===== config.mk =====
export PLATFORM = sky130hd
export DESIGN_NAME = linear_charge_sequencer
export DESIGN_NICKNAME = d
export VERILOG_FILES = /design/src/hdl/tick_gen.v /design/src/hdl/deglitch.v /design/src/hdl/linear_charge_sequencer.v
export VERILOG_INCLUDE_DIRS = /design/src /design/src/inc
export SDC_FILE = /design/constraint.sdc
export NUM_CORES = 1
export LEC_CHECK = 0
export BUFFER_PORTS_ARGS = -buffer_cell sky130_fd_sc_hd__buf_2
export CAP_MARGIN = 25
export CELL_PAD_IN_SITES_DETAIL_PLACEMENT = 1
export CELL_PAD_IN_SITES_GLOBAL_PLACEMENT = 2
export CORE_ASPECT_RATIO = 0.8
export CORE_MARGIN = 5
export CORE_UTILIZATION = 39
export DETAILED_ROUTE_END_ITERATION = 8
export PLACE_DENSITY_LB_ADDON = 0.1
export SKIP_CTS_REPAIR_TIMING = 1
export SLEW_MARGIN = 25
export SYNTH_ARGS = -nofsm -noshare
export SYNTH_HDL_FRONTEND = slang
export SYNTH_SLANG_ARGS = --single-unit

===== constraint.sdc =====
create_clock -name clock_i -period 7.2 [get_ports clock_i]
set_input_delay 0.72 -clock clock_i [delete_from_list [all_inputs] [get_ports clock_i]]
set_output_delay 0.72 -clock clock_i [all_outputs]
set_load 0.005 [all_outputs]

===== src/inc/charge_seq_map.vh =====
`ifndef CHARGE_SEQ_MAP_VH
`define CHARGE_SEQ_MAP_VH

// Clock rate and base tick (1 us)
`define CLK_MHZ            125
`define US_CYCLES          125

// Timer figures, in their own units
`define OVPZ_DGL_MS        30
`define SLEEP_DGL_US       64
`define VIN_WAKE_MS        10
`define REC_SC_MS          250
`define RETRY_SC_MS        2000
`define BATTERY_UNDERVOLTAGE_LEVEL_DGL_US       60
`define TS_ON_MS           4
`define TS_OFF_MS          196
`define WDOG_SHORT_S       40
`define WDOG_LONG_S        160
`define I2C_IDLE_MS        500
`define SHIP_WAKE_MS       2000

// Watchdog select encodings
`define WDOG_SEL_40S       2'h0
`define WDOG_SEL_160S      2'h1

// Termination select encodings
`define TERM_SEL_OFF       2'h0
`define TERM_SEL_5PCT      2'h1
`define TERM_SEL_10PCT     2'h2
`define TERM_SEL_20PCT     2'h3

// Regulation voltage code, 10 mV steps above 3.5 V; 4.65 V clamp
`define VREG_CODE_MAX      7'h73

// Precharge share of safety timer, as a right shift (25 %)
`define PRECHG_SHIFT       2

// Reset values
`define SAFETY_MIN_RST     10'h0B4

`endif


===== src/hdl/tick_gen.v =====
`timescale 1ns/1ps
`include "charge_seq_map.vh"

// Divides the clock down to 1 us and 1 ms enable pulses
module tick_gen (
  input  wire clock_i,
  input  wire rst_i,
  output reg  us_tick_o,
  output reg  ms_tick_o
);

  localparam [6:0] US_LAST = `US_CYCLES - 1;
  localparam [9:0] MS_LAST = 10'h3E7;

  reg [6:0] us_cnt_q;
  reg [9:0] ms_cnt_q;

  // Microsecond and millisecond dividers
  always @(posedge clock_i) begin
    us_tick_o <= 1'b0;
    ms_tick_o <= 1'b0;
    if (rst_i) begin
      us_cnt_q <= 7'h00;
      ms_cnt_q <= 10'h000;
    end else if (us_cnt_q == US_LAST) begin
      us_cnt_q  <= 7'h00;
      us_tick_o <= 1'b1;
      if (ms_cnt_q == MS_LAST) begin
        ms_cnt_q  <= 10'h000;
        ms_tick_o <= 1'b1;
      end else begin
        ms_cnt_q <= ms_cnt_q + 10'h001;
      end
    end else begin
      us_cnt_q <= us_cnt_q + 7'h01;
    end
  end

endmodule


===== src/hdl/deglitch.v =====
`timescale 1ns/1ps

// Output follows input only after it has held steady for LEN ticks
module deglitch #(
  parameter [19:0] LEN = 20'h00001
) (
  input  wire clock_i,
  input  wire rst_i,
  input  wire tick_i,
  input  wire level_i,
  output reg  level_o
);

  reg [19:0] cnt_q;

  // Any return to agreement restarts the qualifying count
  always @(posedge clock_i) begin
    if (rst_i) begin
      cnt_q   <= 20'h00000;
      level_o <= 1'b0;
    end else if (level_i == level_o) begin
      cnt_q <= 20'h00000;
    end else if (tick_i) begin
      if (cnt_q >= LEN - 20'h00001) begin
        level_o <= level_i;
        cnt_q   <= 20'h00000;
      end else begin
        cnt_q <= cnt_q + 20'h00001;
      end
    end
  end

endmodule


===== src/hdl/linear_charge_sequencer.v =====
`timescale 1ns/1ps
`include "charge_seq_map.vh"

module linear_charge_sequencer (
  input  wire       clock_i,
  input  wire       rst_i,
  input  wire       vin_above_loop_i,
  input  wire       vin_above_sleep_i,
  input  wire       vin_below_ovp_i,
  input  wire       charge_enable_n_i,
  input  wire       charge_inhibit_i,
  input  wire       vbat_above_trickle_exit_i,
  input  wire       vbat_above_precharge_exit_i,
  input  wire       vbat_below_recharge_i,
  input  wire       vbat_below_uv_i,
  input  wire       cv_loop_active_i,
  input  wire       fast_charge_current_below_term_i,
  input  wire       input_loop_active_i,
  input  wire       system_loop_active_i,
  input  wire       thermal_reg_active_i,
  input  wire       thermistor_fault_i,
  input  wire       battery_only_i,
  input  wire       overcurrent_i,
  input  wire       ship_mode_i,
  input  wire       wake_request_i,
  input  wire       i2c_activity_i,
  input  wire       wdog_kick_i,
  input  wire [1:0] wdog_sel_i,
  input  wire [1:0] term_threshold_sel_i,
  input  wire [6:0] battery_reg_voltage_i,
  input  wire [9:0] safety_minutes_i,
  output reg        battery_switch_on_o,
  output reg  [2:0] charge_phase_o,
  output reg  [1:0] term_pct_sel_o,
  output reg        current_reduced_o,
  output reg  [6:0] vreg_target_o,
  output reg        charge_done_o,
  output reg        safety_fault_o,
  output reg        ovp_fault_o,
  output reg        sleep_o,
  output reg        ship_exit_o,
  output reg        ocp_recovering_o,
  output reg        ocp_retry_ok_o,
  output reg        thermistor_sense_en_o,
  output reg        wdog_expired_o,
  output reg        i2c_reset_o
);

  // Phase encodings, also visible on charge_phase_o
  localparam [2:0] ST_IDLE    = 3'h0;
  localparam [2:0] ST_TRICKLE = 3'h1;
  localparam [2:0] ST_PRECHG  = 3'h2;
  localparam [2:0] ST_FAST    = 3'h3;
  localparam [2:0] ST_DONE    = 3'h4;
  localparam [2:0] ST_FAULT   = 3'h5;

  // Derived counts, all from the 1 us or 1 ms ticks
  localparam [19:0] SLEEP_DGL = `SLEEP_DGL_US;
  localparam [19:0] BATTERY_UNDERVOLTAGE_LEVEL_DGL = `BATTERY_UNDERVOLTAGE_LEVEL_DGL_US;
  localparam [19:0] OVPZ_DGL  = `OVPZ_DGL_MS;
  localparam [19:0] WAKE_MIN  = `VIN_WAKE_MS;
  localparam [19:0] SHIP_WAKE = `SHIP_WAKE_MS;
  localparam [11:0] REC_SC    = `REC_SC_MS;
  localparam [11:0] RETRY_SC  = `RETRY_SC_MS;
  localparam [7:0]  TS_ON     = `TS_ON_MS;
  localparam [7:0]  TS_OFF    = `TS_OFF_MS;
  localparam [8:0]  I2C_IDLE  = `I2C_IDLE_MS;
  localparam [17:0] WDOG_S    = `WDOG_SHORT_S * 1000;
  localparam [17:0] WDOG_L    = `WDOG_LONG_S * 1000;

  wire us_tick;
  wire ms_tick;
  wire ovp_ok_dg;
  wire sleep_dg;
  wire uv_dg;
  wire vin_stable;
  wire wake_dg;

  tick_gen u_tick (
    .clock_i   (clock_i),
    .rst_i     (rst_i),
    .us_tick_o (us_tick),
    .ms_tick_o (ms_tick)
  );

  // Overvoltage blocks at once; its clear needs 30 ms of falling input
  reg        ovp_q;
  reg [19:0] ovp_cnt_q;
  always @(posedge clock_i) begin
    if (rst_i) begin
      ovp_q     <= 1'b0;
      ovp_cnt_q <= 20'h00000;
    end else if (!vin_below_ovp_i) begin
      ovp_q     <= 1'b1;
      ovp_cnt_q <= 20'h00000;
    end else if (ovp_q && ms_tick) begin
      if (ovp_cnt_q >= OVPZ_DGL - 20'h00001) begin
        ovp_q     <= 1'b0;
        ovp_cnt_q <= 20'h00000;
      end else begin
        ovp_cnt_q <= ovp_cnt_q + 20'h00001;
      end
    end
  end
  assign ovp_ok_dg = vin_below_ovp_i & ~ovp_q;

  // Sleep condition must persist 64 us
  deglitch #(.LEN(SLEEP_DGL)) u_sleep (
    .clock_i (clock_i),
    .rst_i   (rst_i),
    .tick_i  (us_tick),
    .level_i (~vin_above_sleep_i),
    .level_o (sleep_dg)
  );

  // Undervoltage must persist 60 us before the switch opens
  deglitch #(.LEN(BATTERY_UNDERVOLTAGE_LEVEL_DGL)) u_uv (
    .clock_i (clock_i),
    .rst_i   (rst_i),
    .tick_i  (us_tick),
    .level_i (vbat_below_uv_i),
    .level_o (uv_dg)
  );

  // Input must be present 10 ms for ship exit
  deglitch #(.LEN(WAKE_MIN)) u_vin_wake (
    .clock_i (clock_i),
    .rst_i   (rst_i),
    .tick_i  (ms_tick),
    .level_i (vin_above_sleep_i),
    .level_o (vin_stable)
  );

  // Wake request qualified by 2 s
  deglitch #(.LEN(SHIP_WAKE)) u_ship_wake (
    .clock_i (clock_i),
    .rst_i   (rst_i),
    .tick_i  (ms_tick),
    .level_i (wake_request_i),
    .level_o (wake_dg)
  );

  // Input qualification and charge permission
  wire vin_valid = vin_above_loop_i & ~sleep_dg & ovp_ok_dg;
  wire permit    = vin_valid & ~charge_enable_n_i & ~charge_inhibit_i;
  wire loops_reduce = input_loop_active_i | system_loop_active_i | thermal_reg_active_i;
  wire term_enabled = (term_threshold_sel_i != `TERM_SEL_OFF);
  wire term_hit = cv_loop_active_i & ~loops_reduce & fast_charge_current_below_term_i & term_enabled;

  // Safety budget in ms: fast limit and precharge quarter
  wire [25:0] fast_budget = {16'h0000, safety_minutes_i} * 26'h000EA60;
  wire [25:0] pre_budget  = fast_budget >> `PRECHG_SHIFT;

  reg [2:0]  state_q;
  reg [2:0]  state_d;
  reg [25:0] safety_cnt_q;
  reg [25:0] pre_cnt_q;

  // Phase selection
  always @* begin
    state_d = state_q;
    case (state_q)
      ST_IDLE: begin
        if (permit) begin
          if (!vbat_above_trickle_exit_i) begin
            state_d = ST_TRICKLE;
          end else if (!vbat_above_precharge_exit_i) begin
            state_d = ST_PRECHG;
          end else begin
            state_d = ST_FAST;
          end
        end
      end
      ST_TRICKLE: begin
        if (vbat_above_trickle_exit_i) begin
          state_d = ST_PRECHG;
        end
      end
      ST_PRECHG: begin
        if (vbat_above_precharge_exit_i) begin
          state_d = ST_FAST;
        end
      end
      ST_FAST: begin
        if (term_hit) begin
          state_d = ST_DONE;
        end
      end
      ST_DONE: begin
        if (vbat_below_recharge_i) begin
          state_d = ST_IDLE;
        end
      end
      ST_FAULT: begin
        state_d = ST_FAULT;
      end
      default: begin
        state_d = ST_IDLE;
      end
    endcase
    // Precharge budget exhausted in trickle or precharge
    if ((state_q == ST_TRICKLE || state_q == ST_PRECHG) && pre_cnt_q >= pre_budget) begin
      state_d = ST_FAULT;
    end
    if (state_q == ST_FAST && safety_cnt_q >= fast_budget) begin
      state_d = ST_FAULT;
    end
    // Losing permission drops to idle except from done; fault held until input removal
    if (!permit && state_q != ST_FAULT && state_q != ST_DONE) begin
      state_d = ST_IDLE;
    end
    if (state_q == ST_FAULT && !vin_valid) begin
      state_d = ST_IDLE;
    end
  end

  // Phase register and safety timers; recharge restarts both timers
  always @(posedge clock_i) begin
    if (rst_i) begin
      state_q      <= ST_IDLE;
      safety_cnt_q <= 26'h0000000;
      pre_cnt_q    <= 26'h0000000;
    end else begin
      state_q <= state_d;
      if (state_q == ST_IDLE || state_q == ST_DONE) begin
        safety_cnt_q <= 26'h0000000;
        pre_cnt_q    <= 26'h0000000;
      end else if (ms_tick) begin
        safety_cnt_q <= safety_cnt_q + 26'h0000001;
        if (state_q == ST_TRICKLE || state_q == ST_PRECHG) begin
          pre_cnt_q <= pre_cnt_q + 26'h0000001;
        end
      end
    end
  end

  // Charge outputs; regulation target clamp
  always @(posedge clock_i) begin
    if (rst_i) begin
      battery_switch_on_o <= 1'b0;
      charge_phase_o      <= ST_IDLE;
      term_pct_sel_o      <= `TERM_SEL_OFF;
      current_reduced_o   <= 1'b0;
      vreg_target_o       <= 7'h00;
      charge_done_o       <= 1'b0;
      safety_fault_o      <= 1'b0;
    end else begin
      // Switch stays open in done, fault, idle and deglitched undervoltage
      battery_switch_on_o <= permit & ~uv_dg & (state_d == ST_TRICKLE || state_d == ST_PRECHG
                             || state_d == ST_FAST);
      charge_phase_o    <= state_d;
      term_pct_sel_o    <= term_threshold_sel_i;
      current_reduced_o <= thermistor_fault_i | loops_reduce;
      if (battery_reg_voltage_i > `VREG_CODE_MAX) begin
        vreg_target_o <= `VREG_CODE_MAX;
      end else begin
        vreg_target_o <= battery_reg_voltage_i;
      end
      // Done flag held until a new cycle begins
      if (state_d == ST_DONE) begin
        charge_done_o <= 1'b1;
      end else if (state_d != ST_IDLE) begin
        charge_done_o <= 1'b0;
      end
      safety_fault_o <= (state_d == ST_FAULT);
    end
  end

  // Input supervision and ship exit
  always @(posedge clock_i) begin
    if (rst_i) begin
      ovp_fault_o <= 1'b0;
      sleep_o     <= 1'b0;
      ship_exit_o <= 1'b0;
    end else begin
      ovp_fault_o <= ~ovp_ok_dg;
      sleep_o     <= sleep_dg;
      ship_exit_o <= ship_mode_i & (vin_stable | wake_dg);
    end
  end

  // Overcurrent recovery wait and retry window, both in ms
  reg [11:0] rec_cnt_q;
  reg [11:0] retry_cnt_q;
  always @(posedge clock_i) begin
    if (rst_i) begin
      rec_cnt_q        <= 12'h000;
      retry_cnt_q      <= 12'h000;
      ocp_recovering_o <= 1'b0;
      ocp_retry_ok_o   <= 1'b1;
    end else begin
      if (overcurrent_i) begin
        rec_cnt_q        <= REC_SC;
        ocp_recovering_o <= 1'b1;
        if (retry_cnt_q == 12'h000) begin
          retry_cnt_q    <= RETRY_SC;
          ocp_retry_ok_o <= 1'b0;
        end
      end else if (ms_tick) begin
        if (rec_cnt_q != 12'h000) begin
          rec_cnt_q <= rec_cnt_q - 12'h001;
        end
        ocp_recovering_o <= (rec_cnt_q > 12'h001);
        if (retry_cnt_q != 12'h000) begin
          retry_cnt_q <= retry_cnt_q - 12'h001;
        end
        ocp_retry_ok_o <= (retry_cnt_q <= 12'h001);
      end
    end
  end

  // Thermistor duty cycle, battery-only mode; always on otherwise
  reg [7:0] ts_cnt_q;
  reg       ts_on_q;
  always @(posedge clock_i) begin
    if (rst_i) begin
      ts_cnt_q              <= 8'h00;
      ts_on_q               <= 1'b1;
      thermistor_sense_en_o <= 1'b1;
    end else begin
      if (!battery_only_i) begin
        ts_cnt_q <= 8'h00;
        ts_on_q  <= 1'b1;
      end else if (ms_tick) begin
        if (ts_on_q && ts_cnt_q >= TS_ON - 8'h01) begin
          ts_on_q  <= 1'b0;
          ts_cnt_q <= 8'h00;
        end else if (!ts_on_q && ts_cnt_q >= TS_OFF - 8'h01) begin
          ts_on_q  <= 1'b1;
          ts_cnt_q <= 8'h00;
        end else begin
          ts_cnt_q <= ts_cnt_q + 8'h01;
        end
      end
      thermistor_sense_en_o <= ~battery_only_i | ts_on_q;
    end
  end

  // Watchdog and interface idle timers; a kick or traffic restarts them
  reg [17:0] wdog_cnt_q;
  reg [8:0]  idle_cnt_q;
  wire       wdog_off = (wdog_sel_i != `WDOG_SEL_40S) && (wdog_sel_i != `WDOG_SEL_160S);
  wire [17:0] wdog_lim = (wdog_sel_i == `WDOG_SEL_40S) ? WDOG_S : WDOG_L;
  always @(posedge clock_i) begin
    if (rst_i) begin
      wdog_cnt_q     <= 18'h00000;
      idle_cnt_q     <= 9'h000;
      wdog_expired_o <= 1'b0;
      i2c_reset_o    <= 1'b0;
    end else begin
      wdog_expired_o <= 1'b0;
      i2c_reset_o    <= 1'b0;
      if (wdog_kick_i || wdog_off) begin
        wdog_cnt_q <= 18'h00000;
      end else if (ms_tick) begin
        if (wdog_cnt_q >= wdog_lim - 18'h00001) begin
          wdog_cnt_q     <= 18'h00000;
          wdog_expired_o <= 1'b1;
        end else begin
          wdog_cnt_q <= wdog_cnt_q + 18'h00001;
        end
      end
      if (i2c_activity_i) begin
        idle_cnt_q <= 9'h000;
      end else if (ms_tick) begin
        if (idle_cnt_q >= I2C_IDLE - 9'h001) begin
          idle_cnt_q  <= 9'h000;
          i2c_reset_o <= 1'b1;
        end else begin
          idle_cnt_q <= idle_cnt_q + 9'h001;
        end
      end
    end
  end

endmodule


==> run metrics, run 1 <==
hpwl dp=25600 microns; Req. time, crit path=7.62 ns; Max Fclk=152 MHz; RSZ-0062 raised after global routing=no; #FFs+latches synth=260; Hold Path Class=in2reg; Die Ht=181 microns; Post-Synthesis Cells=1645; DR vias=11.3k; Cell Rows=62; Post-Route WL=33700 microns; DR DRC count=0; number of synthesis warnings=0; first-pass GRT wire length=56700 microns; commonest cells after routing, fill and taps aside=287 x nor2_1, 259 x dfxtp_1, 145 x ha_1, 111 x nand2_1, 108 x inv_1; CP dominant cell by count=a21oi_1; syn_nets=1865; CP Launch Type=input port; total power draw=4.25 mW; port buffer count=67; placer congestion estimate=0.816; status=finished clean; Reg2Reg Capture Point=safety_cnt_q[25]$_SDFFE_PP0P_; Worst IR Drop VDD=0.195 mV; CTS clk-pin slew, worst paths=0.06 ns; max-slew violations=0; Detailed Routing Iterations Pass 1=4; Synth cell types=60; post-synthesis sequential area ratio=36.6%; WP depth=26; worst setup path class=in2reg; Root Buffer=clkbuf_16; number of synthesized flops with an enable pin=0; area of the mapped netlist=14200 sq um; leading cell type in the layout, fill and taps excluded=nor2_1; largest net degree at the start of global routing=60; CP Buf/Inv Count=5; Multi-input gate area=8490 sq um; R2R Setup Slk=3.83 ns; Die Span X=223 microns; H-tree Lvls=1; Cells after DPL=2164; Non-Filler Instances=2220; DRT iter0 DRCs=354; actual slew at the worst max-slew pin=0.818 ns; Storage cell area=5210 sq um; drt via density=5.10; critical path startpoint=safety_minutes_i[1]; die area=40400 sq um; Crit Path Max Fanout=6; Congestion Overflow GR=0; # fillers=4230; worst hold slack=0.326 ns; Final Hold Viols=0; Max Cap Viol=0; diode count=0; final setup vio count=0; starting density of the core=39.6%; total CTS buffers=30; Final Skew=0.0282 ns; r2r startpoint=u_tick.ms_tick_o$_SDFF_PP0_; Core Box Area=35900 sq um; async set-reset flop share out of synthesis=0%; Ports=68; Setup TNS Final=0 ns; clock buffer depth=3; Main synth FF type=dfxtp_1; CP max stage cell=fa_1; leakage=6.44 nW; ANT nets after route=0; TritonCTS clock tree=built; number of global-route vias before repair=11.5k; Pwr Density=264 nW/um^2; crit path capture=charge_done_o$_SDFFE_PP0P_; WP data arrival=7.00 ns; # clock sinks=260; CP Capture Type=flip-flop; final net count=1936; Top Family by Delay on Critical Path=adder cells; slowest stage delay, CP=0.54 ns; setup ws final=0.625 ns; Syn-to-layout area delta=13.0%; synthesized area per cell=8.64 sq um; period utilization=91.3%; post-route minimum period=6.57 ns; Slew headroom=45.3%; path depth of the worst reg2reg path=8; fraction of layout cells with a size suffix above 1=7.82%; GRT Overall Usage=16.3%; wire per inst=15.2 microns; Place WS=-0.00830 ns; clock latency on the worst-skew pair=0.57 ns; antenna violations before repair=0
[registers in the layout, summed over array words and instances, names as in the netlist, 2 cells and up]
| name | flops |
|---|---|
| charge_phase_o | 3 |
| idle_cnt_q | 9 |
| ovp_cnt_q | 20 |
| pre_cnt_q | 26 |
| rec_cnt_q | 12 |
| retry_cnt_q | 12 |
| safety_cnt_q | 26 |
| term_pct_sel_o | 2 |
| ts_cnt_q | 8 |
| u_ship_wake.cnt_q | 20 |
| u_sleep.cnt_q | 20 |
| u_tick.ms_cnt_q | 10 |
| u_tick.us_cnt_q | 7 |
| u_uv.cnt_q | 20 |
| u_vin_wake.cnt_q | 20 |
| vreg_target_o | 7 |
| wdog_cnt_q | 18 |
[per-layer routing]
layer	GRT usage, %	vias up	part of all wire (%)
met5	0	-	0
met4	3.41	0	2.0
met1	23.9	5414	53
li1	-	5802	-
met2	25.8	73	43
met3	2.26	39	2.0
[worst min path at each step]
stage	from	end	slack, ns	depth (start not counted)
2_1_floorplan	u_tick.us_cnt_q[0]$_SDFF_PP0_	u_tick.us_cnt_q[0]$_SDFF_PP0_	0.43	1
3_3_place_gp	u_tick.us_cnt_q[0]$_SDFF_PP0_	u_tick.us_cnt_q[0]$_SDFF_PP0_	0.45	1
3_5_place_dp	u_tick.us_cnt_q[0]$_SDFF_PP0_	u_tick.us_cnt_q[0]$_SDFF_PP0_	0.46	1
4_1_cts	i2c_activity_i	i2c_reset_o$_SDFF_PP0_	0.29	2
5_1_grt	i2c_activity_i	i2c_reset_o$_SDFF_PP0_	0.31	2
6_report	i2c_activity_i	i2c_reset_o$_SDFF_PP0_	0.33	2
[cell type report]
cell class | instances | area share (%)
Clock buffer | 39 | 5.13
Multi-Input combinational cell | 1245 | 52.8
Sequential cell | 260 | 32.4
Tap cell | 480 | 3.74
Inverter | 109 | 2.55
Clock inverter | 17 | 1.12
Timing Repair Buffer | 70 | 2.23
[per-stage QoR]
stage / area [sq um] / utilization, %
after floorplan: 14200 / -
after global placement: 15100 / 41.9
after global routing: 16100 / 44.7
final: 16100 / 44.7
after detailed placement: 15100 / 41.9
after CTS: 16100 / 44.7
[synth_stat cells (2+ instances only)]
library cell	n	area share, %
or2_2	7	0.31
xnor2_1	64	3.9
o21a_1	4	0.21
dfxtp_1	260	37
clkbuf_1	24	0.63
fa_1	31	4.4
nand3_1	57	2.0
a21oi_1	97	3.4
and3_1	34	1.5
nand2b_1	4	0.18
a211oi_1	4	0.21
a311o_1	2	0.14
or2_1	4	0.18
o2111ai_1	5	0.31
nand2_1	111	2.9
inv_1	108	2.9
or4_4	2	0.16
a31oi_1	25	1.1
or3_1	28	1.2
buf_1	6	0.16
o21ai_1	7	0.25
mux2i_1	11	0.77
a22o_1	2	0.12
ha_1	145	13
nand4_1	52	2.3
and2_1	5	0.22
nor4_1	22	0.97
xor2_1	95	5.9
o21bai_1	2	0.11
nor2b_1	12	0.53
o21ai_0	31	1.1
nor3_1	30	1.1
nor3b_1	3	0.16
nor2_1	287	7.6
a41o_1	2	0.14
and4_1	9	0.55
a21o_1	10	0.53
or4_1	6	0.32
a41oi_1	5	0.31
a2111oi_0	4	0.25
o31ai_1	6	0.32
o211ai_1	4	0.21
[cells by family after synthesis]
| logic type | share of synthesized area [%] |
|---|---|
| buf+inv | 3.70 |
| fa+ha+maj | 17.1 |
| simple gates | 22.7 |
| mux | 0.774 |
| compound gates | 9.33 |
| xor+xnor | 9.79 |
| flops | 36.6 |
[report_power, final]
part	internal [mW]	leakage, nW	switching (mW)
combinational	0.501	3.84	0.731
clock	0.887	0.492	0.635
sequential	1.47	2.10	0.0262
(Power assumes the default switching activity.)
==> run 2, diff against run 1 <==
--- a/config.mk
+++ b/config.mk
@@ -6,13 +6,14 @@
 export SDC_FILE = /design/constraint.sdc
 export NUM_CORES = 1
 export LEC_CHECK = 0
+export ABC_AREA = 1
 export BUFFER_PORTS_ARGS = -buffer_cell sky130_fd_sc_hd__buf_2
 export CAP_MARGIN = 25
 export CELL_PAD_IN_SITES_DETAIL_PLACEMENT = 1
 export CELL_PAD_IN_SITES_GLOBAL_PLACEMENT = 2
 export CORE_ASPECT_RATIO = 0.8
 export CORE_MARGIN = 5
-export CORE_UTILIZATION = 39
+export CORE_UTILIZATION = 37
 export DETAILED_ROUTE_END_ITERATION = 8
 export PLACE_DENSITY_LB_ADDON = 0.1
 export SKIP_CTS_REPAIR_TIMING = 1
==> run 2 against run 1 <==
Compared with the run above:
- non-clock buffer count grew 2
- synthesized cell count up 21%
- critical path depth rose by 3
- flip-flop and latch count unchanged
- via count grew 11%
- final area increased by 4.1%
- worst setup slack improved by 0.62 ns
- largest cell class unchanged
- largest power group unchanged
- highest routed layer unchanged
==> run metrics, run 2 <==
CP Capture Type=flip-flop; Slew headroom=47.9%; cell internal pwr=2.90 mW; largest net degree at the start of global routing=43; leading cell type in the layout, fill and taps excluded=nand2_1; Synth cell types=54; area of the mapped netlist=14800 sq um; DR vias=12.6k; Post-Route WL=38500 microns; CP Buf/Inv Count=5; XOR/XNOR Fraction of Synth Area=4.08%; largest family of logic cells by synthesized area=simple AND/OR/NAND/NOR gates; Req. time, crit path=7.68 ns; Max Fclk=168 MHz; Die Ht=189 microns; TritonCTS clock tree=built; syn_nets=2216; Hold Path Class=in2reg; number of synthesized flops with an enable pin=0; synthesized area per cell=7.42 sq um; post-synthesis mux area share=0.0676%; drt via density=4.79; # clock sinks=260; placer congestion estimate=0.804; Die Span X=234 microns; top post-synthesis cells by area=dfxtp_1 35%, ha_1 12%, nand2_1 9.3%, inv_1 7.7%, nor2_1 7.3%; die area=44200 sq um; WP data arrival=6.44 ns; starting density of the core=37.5%; worst hold slack=0.354 ns; actual slew at the worst max-slew pin=0.781 ns; CP dominant cell by count=nand2_1; RSZ-0062 raised after global routing=no; post-route minimum period=5.96 ns; Worst IR Drop VDD=0.170 mV; sw frac=35.3%; Final Hold Viols=0; CP max stage cell=fa_1; Final Skew=0.0401 ns; WP depth=29; Max Cap Viol=0; Compound-Gate Fraction of Synth Area=8.31%; hpwl dp=29700 microns; Main synth FF type=dfxtp_1; slowest stage delay, CP=0.54 ns; Post-Synthesis Cells=1996; Crit Path Max Fanout=7; Cell Rows=65; Synth top area share=35.1%; commonest cells after routing, fill and taps aside=367 x nand2_1, 303 x inv_1, 288 x nor2_1, 259 x dfxtp_1, 145 x ha_1; Comb pwr share=31.9%; number of global-route vias before repair=12.9k; final net count=2290; Syn-to-layout area delta=12.9%; Top Family by Delay on Critical Path=adder cells; period utilization=82.8%; Hold Crit Depth=2; async set-reset flop share out of synthesis=0%; top-count cell post-synth=nand2_1; total power draw=4.49 mW; clock latency on the worst-skew pair=0.60 ns; total CTS buffers=29; Core Box Area=39500 sq um; worst setup path class=in2reg; #FFs+latches synth=260; Root Buffer=clkbuf_16; fraction of layout cells with a size suffix above 1=7.66%; H-tree Lvls=1; DR DRC count=0; Post-Synth Simple-Gate Area=27.3%; DRT iter0 DRCs=400; first-pass GRT wire length=64600 microns; wire per inst=14.6 microns; synth cell count leaders=367 x nand2_1, 303 x inv_1, 288 x nor2_1; CP Launch Type=input port; # fillers=4959; Setup TNS Final=0 ns; Pwr Density=268 nW/um^2; Post-DP Area=15700 sq um; Congestion Overflow GR=0; Yosys top cell by area=dfxtp_1; Post-Synth Adder-Cell Area=16.4%; CTS clk-pin slew, worst paths=0.06 ns; antenna violations before repair=0; number of synthesis warnings=0; path depth of the worst reg2reg path=10; post-layout util=42.3%; final setup vio count=0; status=finished clean; ANT nets after route=0; post-synthesis sequential area ratio=35.1%; net switching power figure=1.58 mW; GRT Overall Usage=17.4%; Detailed Routing Iterations Pass 1=4; diode count=0; sequential power share=33.1%; port buffer count=67; post-route design area=16700 sq um; Top Registers=pre_cnt_q (26), safety_cnt_q (26); max-slew violations=0; Ports=68; clock buffer depth=3; leakage=7.10 nW; clock power share=35.0%
## run 2: cell types whose count changed after synthesis, sizes merged, moves of 27 or more
cell,previous run,this run
inv,109,309
nand2,111,373
nor3,31,97
and3,34,1
o21ai,38,74
xnor2,64,30
a21oi,97,124
xor2,95,39
or3,28,0
## run 2: cell families (layout without fill, tap and decap cells)
logic type,Yosys count,in the layout
AO/OA/AOI/OAI,228,228
buffers and inverters,341,435
adder cells (fa/ha/maj),176,176
multiplexers,1,1
flip-flops,260,260
AND/OR/NAND/NOR,921,921
XOR/XNOR,69,69
## run 2: worst paths after layout
kind / startpoint / to / slack, ns
max reg2reg: u_tick.ms_tick_o$_SDFF_PP0_ / retry_cnt_q[10]$_SDFFE_PP0P_ / 4.51
max: safety_minutes_i[8] / battery_switch_on_o$_SDFF_PP0_ / 1.24
min reg2reg: u_sleep.cnt_q[19]$_SDFFE_PP0P_ / u_sleep.cnt_q[19]$_SDFFE_PP0P_ / 0.44
min: vin_below_ovp_i / ovp_fault_o$_SDFF_PP0_ / 0.35
## run 2: area by class of cell
type                       count  area [sq um]  share of cell area [%]
clock buffer                  40           817                    4.88
clock inverter                11           173                    1.03
tap                          536           671                    4.01
multi-input combinational   1395          8320                    49.7
timing repair buffer          72           373                    2.23
inverter                     312          1170                    7.00
sequential                   260          5210                    31.1
## run 2: metrics by stage
step                      instances  worst slack (ns)
after global placement         2575             0.801
after floorplan                1996              1.56
after CTS                      2626              1.23
after global routing           2626             0.807
after detailed placement       2575             0.681
final                          2626              1.24
## run 2: power groups by stage
stage	combinational (mW)	sequential [mW]	clock (mW)
floorplan	1.05	1.51	0
global placement	1.41	1.52	0
detailed placement	1.45	1.52	0
CTS	1.46	1.49	1.63
global route	1.66	1.49	1.68
finish	1.43	1.49	1.57
## run 2: routing by layer
metal  track usage, %  routed length [microns]  up-vias
li1                 -                        -     6551
met1             24.0                    19400     5880
met2             28.9                    17200       93
met3             2.41                      875       56
met4             3.91                      914        0
met5                0                        0        -
